File: config.mk
export PLATFORM = sky130hd
export DESIGN_NAME = status_led_driver
export DESIGN_NICKNAME = d
export VERILOG_FILES = /design/src/pkg/led_pkg.sv /design/src/pkg/event_if.sv /design/src/rtl/event_combiner.sv /design/src/rtl/heartbeat_mask.sv /design/src/rtl/status_led_driver.sv
export SDC_FILE = /design/constraint.sdc
export NUM_CORES = 1
export LEC_CHECK = 0
export BUFFER_PORTS_ARGS = -buffer_cell sky130_fd_sc_hd__buf_2
export CAP_MARGIN = 10
export CELL_PAD_IN_SITES_DETAIL_PLACEMENT = 1
export CELL_PAD_IN_SITES_GLOBAL_PLACEMENT = 1
export CORE_MARGIN = 3
export CORE_UTILIZATION = 42
export DETAILED_ROUTE_END_ITERATION = 6
export PLACE_DENSITY = 0.89
export SLEW_MARGIN = 10
export SYNTH_ARGS = -nofsm -noshare
export SYNTH_HDL_FRONTEND = slang
export SYNTH_SLANG_ARGS = --single-unit
File: constraint.sdc
create_clock -name pclk -period 3.35 [get_ports pclk]
set_clock_uncertainty 0.15 [all_clocks]
set_input_delay 0 -clock pclk [delete_from_list [all_inputs] [get_ports pclk]]
set_output_delay 0 -clock pclk [all_outputs]
set_load 0.005 [all_outputs]
File: src/pkg/led_pkg.sv
// Register map, field positions and timing counts of the status indicator driver
package led_pkg;
  localparam logic [7:0] second_indicator_pin_select_control_addr = 8'h00;
  localparam logic [7:0] event_input_addr = 8'h04;
  localparam logic [31:0] second_indicator_pin_reset_value = 32'h00000088;
  localparam logic [31:0] second_indicator_pin_write_mask = 32'h000060ff;
  localparam int collision_bit = 0;
  localparam int jabber_bit = 1;
  localparam int receive_bit = 2;
  localparam int polarity_rev_bit = 3;
  localparam int transmit_bit = 4;
  localparam int matched_bit = 5;
  localparam int link_bit = 6;
  localparam int stretch_bit = 7;
  localparam int disable_bit = 13;
  localparam int polarity_bit = 14;
  localparam int state_bit = 15;
  localparam int num_events = 7;
  localparam int clk_mhz = 100;
  localparam int heartbeat_ns = 4000;
  localparam int heartbeat_cycles = heartbeat_ns * clk_mhz / 1000;
  localparam int stretch_ms = 50;
  localparam int stretch_cycles = stretch_ms * clk_mhz * 1000;
  localparam int timer_width = 24;
endpackage : led_pkg

File: src/pkg/event_if.sv
// Events and enables passed between the indicator top and its combiner
`timescale 1ns/100ps
`default_nettype none
interface event_if;
  logic [led_pkg::num_events-1:0] raw;
  logic [led_pkg::num_events-1:0] enable;
  logic combined;
  modport src (output raw, output enable, input combined);
  modport comb (input raw, input enable, output combined);
endinterface : event_if
`default_nettype wire

File: src/rtl/event_combiner.sv
// OR of the enabled indicator events
`timescale 1ns/100ps
`default_nettype none
module event_combiner (
  event_if.comb ev // Events, enables and combined result
);
  genvar i;
  logic [led_pkg::num_events-1:0] gated;
  generate
    for (i = 0; i < led_pkg::num_events; i++) begin : g_gate
      assign gated[i] = ev.raw[i] & ev.enable[i];
    end
  endgenerate
  assign ev.combined = |gated;
endmodule : event_combiner
`default_nettype wire

File: src/rtl/heartbeat_mask.sv
// Blanks collision during the heartbeat window after a transmit ends on the attachment port
`timescale 1ns/100ps
`default_nettype none
module heartbeat_mask #(
  parameter int window_cycles = led_pkg::heartbeat_cycles // Window length
) (
  input wire logic pclk, // Clock
  input wire logic presetn, // Async reset, active low
  input wire logic aui_selected, // Attachment port in use
  input wire logic transmit_active, // Transmit in progress
  input wire logic collision_in, // Raw collision
  output logic collision_out // Collision after blanking
);
  logic [15:0] cnt_q, cnt_d;
  logic tx_q, tx_d;
  always_comb begin
    tx_d = transmit_active;
    cnt_d = cnt_q;
    if (tx_q && !transmit_active) begin
      cnt_d = 16'(window_cycles);
    end else if (cnt_q != 16'h0000) begin
      cnt_d = cnt_q - 16'h0001;
    end
  end
  always_ff @(posedge pclk or negedge presetn) begin
    if (!presetn) begin
      cnt_q <= 16'h0000;
      tx_q <= 1'b0;
    end else begin
      cnt_q <= cnt_d;
      tx_q <= tx_d;
    end
  end
  assign collision_out = collision_in & ~(aui_selected & (cnt_q != 16'h0000));
  a_window_blanks: assert property (@(posedge pclk) disable iff (!presetn)
    (tx_q && !transmit_active && aui_selected) |=> !collision_out)
    else $error("collision passed in heartbeat window");
  c_window: cover property (@(posedge pclk) disable iff (!presetn)
    aui_selected && collision_in && !collision_out);
endmodule : heartbeat_mask
`default_nettype wire

File: src/rtl/status_led_driver.sv
// Second status indicator pin driver with its APB control register
//
// Overview of operation
// Bit 1 enables jabber event
// Bit 0 enables collision event
// Attachment port: blank collision after transmit
// Indicator is OR of enabled events
// Hard reset loads 0088h
// Soft reset and stop keep register
// Bits 31-16 reserved, write zero
// Bits 12-8 reserved, write zero
// Bit 15 shows unstretched combined state
// Bit 15 read-only, always live
// Software trusts bit 15 only on link pass
// Polarity one: totem pole, high active
// Polarity zero: open drain, low active
// Polarity affects only the pin
// Bit 13 floats the pin
// Bit 7 enables pulse stretcher
// Bit 6 enables link pass event
// Bit 5 enables address-matched receive event
// Default selects polarity reversed, stretched
// Bit 4 enables transmit event
// Bit 3 enables receive polarity reversed event
// Bit 2 enables receive event
// Stretcher restarts on each rising edge
`timescale 1ns/100ps
`default_nettype none
module status_led_driver #(
  parameter int stretch_cycles = led_pkg::stretch_cycles // Stretch length in cycles
) (
  input wire logic pclk, // APB clock, 100 MHz
  input wire logic presetn, // Hard reset, async, active low
  input wire logic psel, // APB select
  input wire logic penable, // APB enable
  input wire logic pwrite, // APB direction
  input wire logic [7:0] paddr, // APB byte address
  input wire logic [31:0] pwdata, // APB write data
  output logic [31:0] prdata, // APB read data
  output logic pready, // APB ready
  output logic pslverr, // APB error, unmapped address
  input wire logic jabber_in, // Jabber condition
  input wire logic collision_in, // Collision activity
  input wire logic receive_in, // Receive activity
  input wire logic receive_polarity_reversed, // Receive pair reversed
  input wire logic transmit_in, // Transmit activity
  input wire logic matched_receive_in, // Address-filtered receive
  input wire logic link_pass_flag, // Twisted-pair link pass
  input wire logic aui_selected, // Attachment port selected
  output logic second_indicator_pin_o, // Pin output level
  output logic second_indicator_pin_oe // Pin output enable
);
  logic [6:0] ev_meta_q, ev_sync_q;
  logic aui_meta_q, aui_sync_q;
  logic [15:0] ctrl_q, ctrl_d;
  logic [31:0] prdata_q, prdata_d;
  logic pready_q, pready_d;
  logic pslverr_q, pslverr_d;
  logic comb_q;
  logic comb_prev_q;
  logic [led_pkg::timer_width-1:0] timer_q, timer_d;
  logic pin_o_q, pin_o_d;
  logic pin_oe_q, pin_oe_d;
  logic coll_blanked;
  logic access;
  logic hit_ctrl;
  logic hit_event;
  logic lit;
  event_if ev ();

  // Event pins come from other blocks' domains; two flops before use
  always_ff @(posedge pclk or negedge presetn) begin
    if (!presetn) begin
      ev_meta_q <= 7'h00;
      ev_sync_q <= 7'h00;
      aui_meta_q <= 1'b0;
      aui_sync_q <= 1'b0;
    end else begin
      ev_meta_q <= {link_pass_flag, matched_receive_in, transmit_in,
                    receive_polarity_reversed, receive_in, jabber_in, collision_in};
      ev_sync_q <= ev_meta_q;
      aui_meta_q <= aui_selected;
      aui_sync_q <= aui_meta_q;
    end
  end

  heartbeat_mask u_hb (
    .pclk(pclk),
    .presetn(presetn),
    .aui_selected(aui_sync_q),
    .transmit_active(ev_sync_q[led_pkg::transmit_bit]),
    .collision_in(ev_sync_q[led_pkg::collision_bit]),
    .collision_out(coll_blanked)
  );

  assign ev.raw = {ev_sync_q[6:1], coll_blanked};
  assign ev.enable = ctrl_q[6:0];

  event_combiner u_comb (
    .ev(ev.comb)
  );

  assign access = psel & penable;
  assign hit_ctrl = (paddr == led_pkg::second_indicator_pin_select_control_addr);
  assign hit_event = (paddr == led_pkg::event_input_addr);

  // Register and bus answer; zero wait states
  always_comb begin
    ctrl_d = ctrl_q;
    prdata_d = prdata_q;
    pready_d = 1'b0;
    pslverr_d = 1'b0;
    if (psel && !penable) begin
      pready_d = 1'b1;
      pslverr_d = !(hit_ctrl || hit_event);
      if (hit_ctrl) begin
        prdata_d = {16'h0000, comb_q, ctrl_q[14:0]};
      end else if (hit_event) begin
        prdata_d = {25'h0000000, ev_sync_q};
      end else begin
        prdata_d = 32'h00000000;
      end
    end
    if (access && pready_q && pwrite && hit_ctrl) begin
      ctrl_d = pwdata[15:0] & led_pkg::second_indicator_pin_write_mask[15:0];
    end
  end

  // Pulse stretcher and pin drive
  always_comb begin
    timer_d = timer_q;
    if (ev.combined && !comb_prev_q) begin
      timer_d = led_pkg::timer_width'(stretch_cycles);
    end else if (timer_q != '0) begin
      timer_d = timer_q - 1'b1;
    end
    lit = comb_q | (ctrl_q[led_pkg::stretch_bit] & (timer_q != '0));
    if (ctrl_q[led_pkg::disable_bit]) begin
      pin_o_d = 1'b0;
      pin_oe_d = 1'b0;
    end else if (ctrl_q[led_pkg::polarity_bit]) begin
      pin_o_d = lit;
      pin_oe_d = 1'b1;
    end else begin
      pin_o_d = 1'b0;
      pin_oe_d = lit;
    end
  end

  // Only the hard reset touches the control word; no soft reset input exists here
  always_ff @(posedge pclk or negedge presetn) begin
    if (!presetn) begin
      ctrl_q <= led_pkg::second_indicator_pin_reset_value[15:0];
      prdata_q <= 32'h00000000;
      pready_q <= 1'b0;
      pslverr_q <= 1'b0;
      comb_q <= 1'b0;
      comb_prev_q <= 1'b0;
      timer_q <= '0;
      pin_o_q <= 1'b0;
      pin_oe_q <= 1'b0;
    end else begin
      ctrl_q <= ctrl_d;
      prdata_q <= prdata_d;
      pready_q <= pready_d;
      pslverr_q <= pslverr_d;
      comb_q <= ev.combined;
      comb_prev_q <= ev.combined;
      timer_q <= timer_d;
      pin_o_q <= pin_o_d;
      pin_oe_q <= pin_oe_d;
    end
  end

  assign prdata = prdata_q;
  assign pready = pready_q;
  assign pslverr = pslverr_q;
  assign second_indicator_pin_o = pin_o_q;
  assign second_indicator_pin_oe = pin_oe_q;

  a_state_tracks: assert property (@(posedge pclk) disable iff (!presetn)
    ##1 comb_q == $past(ev.combined))
    else $error("combined state bit not tracking events");
  a_float_disable: assert property (@(posedge pclk) disable iff (!presetn)
    $past(ctrl_q[13]) |-> !second_indicator_pin_oe)
    else $error("pin driven while disabled");
  a_totem_drive: assert property (@(posedge pclk) disable iff (!presetn)
    ($past(ctrl_q[14]) && !$past(ctrl_q[13])) |->
      (second_indicator_pin_oe && second_indicator_pin_o == $past(lit)))
    else $error("totem pole drive wrong");
  a_open_drain: assert property (@(posedge pclk) disable iff (!presetn)
    (!$past(ctrl_q[14]) && !$past(ctrl_q[13])) |->
      (!second_indicator_pin_o && second_indicator_pin_oe == $past(lit)))
    else $error("open drain drive wrong");
  a_no_stretch: assert property (@(posedge pclk) disable iff (!presetn)
    !ctrl_q[7] |-> (lit == comb_q))
    else $error("stretch active while disabled");
  a_stretch_hold: assert property (@(posedge pclk) disable iff (!presetn)
    (ctrl_q[7] && $rose(comb_q) && stretch_cycles > 2) ##1 ctrl_q[7] |-> lit)
    else $error("stretch did not hold indicator");
  a_write_masked: assert property (@(posedge pclk) disable iff (!presetn)
    (access && pready && pwrite && hit_ctrl) |=>
      ctrl_q == ($past(pwdata[15:0]) & 16'h60ff))
    else $error("control write not masked");
  a_read_state: assert property (@(posedge pclk) disable iff (!presetn)
    (psel && !penable && !pwrite && hit_ctrl) |=>
      (prdata[15] == $past(comb_q) && prdata[31:16] == 16'h0000))
    else $error("read of combined state wrong");
  a_unmapped_err: assert property (@(posedge pclk) disable iff (!presetn)
    (psel && !penable && !hit_ctrl && !hit_event) |=> (pready && pslverr))
    else $error("unmapped access not flagged");
  // Bit 15 and the reserved fields never hold written data, so reads stay live
  a_reserved_clear: assert property (@(posedge pclk) disable iff (!presetn)
    (ctrl_q[15] == 1'b0 && ctrl_q[12:8] == 5'h00))
    else $error("reserved or status bit stored");
  a_ready_pulse: assert property (@(posedge pclk) disable iff (!presetn)
    pready |=> !pready)
    else $error("ready held longer than one cycle");
  a_error_no_write: assert property (@(posedge pclk) disable iff (!presetn)
    (access && pready && pslverr) |=> $stable(ctrl_q))
    else $error("refused access changed control");
  c_write: cover property (@(posedge pclk) access && pready && pwrite && hit_ctrl);
  c_lit_open: cover property (@(posedge pclk) second_indicator_pin_oe && !ctrl_q[14]);
  c_lit_totem: cover property (@(posedge pclk) second_indicator_pin_o && ctrl_q[14]);
  c_stretch: cover property (@(posedge pclk) lit && !comb_q);
endmodule : status_led_driver
`default_nettype wire

==> impl_metrics.yaml <==
place:
  hpwlAfterDp_um: 6375
  dpl.cell_count: 503
  portBuffers: 45
  placed_cell_area_um2: 4125
  gp_congestion: 0.8641
cts:
  cts_setup_buffers: 0
  insertion_delay_ns: 0.39
  clock-sinks: 83
  cts_buffers: 9
  root_buffer: "clkbuf_8"
  h-tree-depth: 3
  cts_tree: "done"
  clk_pin_slew_ns: 0.12
  postCtsHoldBufs: 32
  cts_resized: 0
  clk_path_buf_depth: 2
logic_synthesis:
  netlist_top_cells_area: "dfrtp_1 (52%), buf_4 (4.1%), nor2_1 (3.2%)"
  synth-simple-area-share: 0.1828
  synth_top_area_frac: 0.5212
  synthMuxAreaShare: 0.04698
  synth_cell_types: 50
  ys_warn_count: 0
  synthArstFlopShare: 1.000
  synth.largest_area_cell: "dfrtp_1"
  yosysSeqAreaShare: 0.5347
  synth_top_family_by_area: "simple AND/OR/NAND/NOR gates"
  ys_ff_latch: 83
  synth-adder-area-share: 0.01287
  synth_compound_area_frac: 0.1026
  synth-edff-count: 0
  avgSynthCellArea_um2: 10.77
  synth_xor_area_frac: 0.05180
  syn-instance-count: 361
  synth-main-ff-cell: "dfrtp_1"
  syn_area_um2: 3889
drt:
  vias: 3154
  drtAntennaViolNets: 0
  dr.pass1.iters: 4
  routed_wl_um: 11020
  drt-initial-drc-count: 174
  viasPerCell: 5.724
  wl_per_cell_um: 20.00
  drc_errors: 0
global_routing:
  grt_first_pass_wirelength_um: 18130
  grt_max_degree: 84
  grt_pass1_vias: 3451
  antenna_found_initial: 0
  grtUsageTotal: 0.2304
  gr-total-overflow: 0
finish:
  final_cells: 551
  fin_area_um2: 4646
  antennaDiodeCount: 0
  final_layout_size_suffix_gt1_frac: 0.2167
  fill_cells: 991
  fin_util: 0.5250
  regArea_um2: 2079
  multiInputGateArea_um2: 1623
  final_common_cell: "dfrtp_1"
  syn_to_final_growth_pct: 19.47
  mostFrequentLayoutCells: "dfrtp_1 (81), buf_2 (44), nor2_1 (33)"
  final_nets: 495
floorplan:
  pin_count: 89
  core_um2: 8848
  initial_core_util: 0.4395
  die_y_um: 102.2
  dieWidth_um: 102.2
  core.rowCount: 34
  die_area_um2: 10450
sta:
  max_slew_margin: 0.3079
  worst_pin_slew_ns: 1.038
  drv_slew: 0
  period_needed_ns: 2.861
  fin_tns_setup_ns: 0
  grt_setup_unrepaired: "false"
  setup_violations: 0
  finalHoldViolations: 0
  finalCritPeriodShare: 0.8542
  timing.fmax_ghz: 0.3495
worst_setup_path:
  cp_data_arrival_time_ns: 2.97
  cp.required_ns: 3.46
  crit_type: "in -> reg"
  end_kind: "flip-flop"
  path_max_fanout: 8
  critPathLaunchType: "input port"
power_and_ir_drop:
  vdd_drop_max_mv: 0.4214
  power.leakage_nw: 2.110
  power_density_nw_per_um2: 636.6
worst_hold_path:
  hp-class: "in -> reg"
job:
  maxCapViolCount: 0
outcome:
  status: "complete, no violations"
report_power, final:
part	leakage [nW]	switching (mW)	internal (mW)
Combinational	0.965	0.444	0.331
Sequential	1.04	0.236	1.19
Clock	0.103	0.459	0.297
Total	2.11	1.14	1.82
final cells by class:
cell class | count | area share
Timing Repair Buffer | 80 | 0.1228
Tap cell | 108 | 0.02909
Clock inverter | 7 | 0.01643
Multi-Input combinational cell | 254 | 0.3493
Clock buffer | 9 | 0.02666
Sequential cell | 83 | 0.4476
Inverter | 10 | 0.008080
metrics by stage:
step	worst slack (ns)	total power, mW	hold slack (ns)
floorplan	1.031	1.941	-0.4456
global placement	0.6861	2.078	-0.04256
detailed placement	0.6052	2.151	-0.04002
CTS	0.5848	2.927	0.08630
global route	0.3289	3.130	0.1110
finish	0.4886	2.957	0.1083
flip-flops by register name, indices dropped and copies added (netlist names):
register,cells
pready,1
u_hb.tx_q,1
u_hb.cnt_q,16
aui_meta_q,1
prdata,11
pslverr,1
timer_q,24
ev_meta_q,7
ctrl_q,10
comb_prev_q,1
aui_sync_q,1
second_indicator_pin_o,1
ev_sync_q,7
second_indicator_pin_oe,1
worst paths after layout:
check,startpoint,endpoint,slack [ns],cells after the start
setup / recovery,paddr[4],prdata[3]$_DFFE_PN0P_,0.49,7
hold / removal,pwrite,ctrl_q[14]$_DFFE_PN0P_,0.11,6
setup reg to reg,timer_q[16]$_DFFE_PN0P_,timer_q[19]$_DFFE_PN0P_,0.56,5
hold reg to reg,ev_meta_q[5]$_DFF_PN0_,ev_sync_q[5]$_DFF_PN0_,0.20,0
max in group asynchronous,presetn,timer_q[3]$_DFFE_PN0P_,2.20,2
min in group asynchronous,presetn,pready$_DFF_PN0_,0.19,2
synthesized netlist by cell type (all sizes together) (8+ instances only):
cell type and instances:
a21oi 13, buf 25, clkbuf 9, dfrtp 81, inv 10, mux2 10, nand2 23, nand3 11
nand4 9, nor2 33, nor3 14, nor4 10, o31ai 13, or3 8, xnor2 12, xor2 11
worst max-delay path, stage by stage:
cell and delay (ns):
dlygate4sd3_1 0.54, buf_2 0.12, nor4_1 0.40, dlygate4sd3_1 0.62, nand2_1 0.19, dlygate4sd3_1 0.68
o31ai_1 0.42
layer usage:
| metal | GRT usage | wire length [µm] |
|---|---|---|
| met5 | 0 | 0 |
| met4 | 0.1282 | 559 |
| met3 | 0.04300 | 417 |
| met2 | 0.4103 | 5834 |
| met1 | 0.2584 | 4208 |
cell families after synthesis:
kind of cell,count (synthesis)
adder cells (fa/ha/maj),4
other,1
buffers and inverters,44
flip-flops,83
AO/OA/AOI/OAI,56
AND/OR/NAND/NOR,133
XOR/XNOR,23
multiplexers,17
Power figures use the tool's default switching activity.
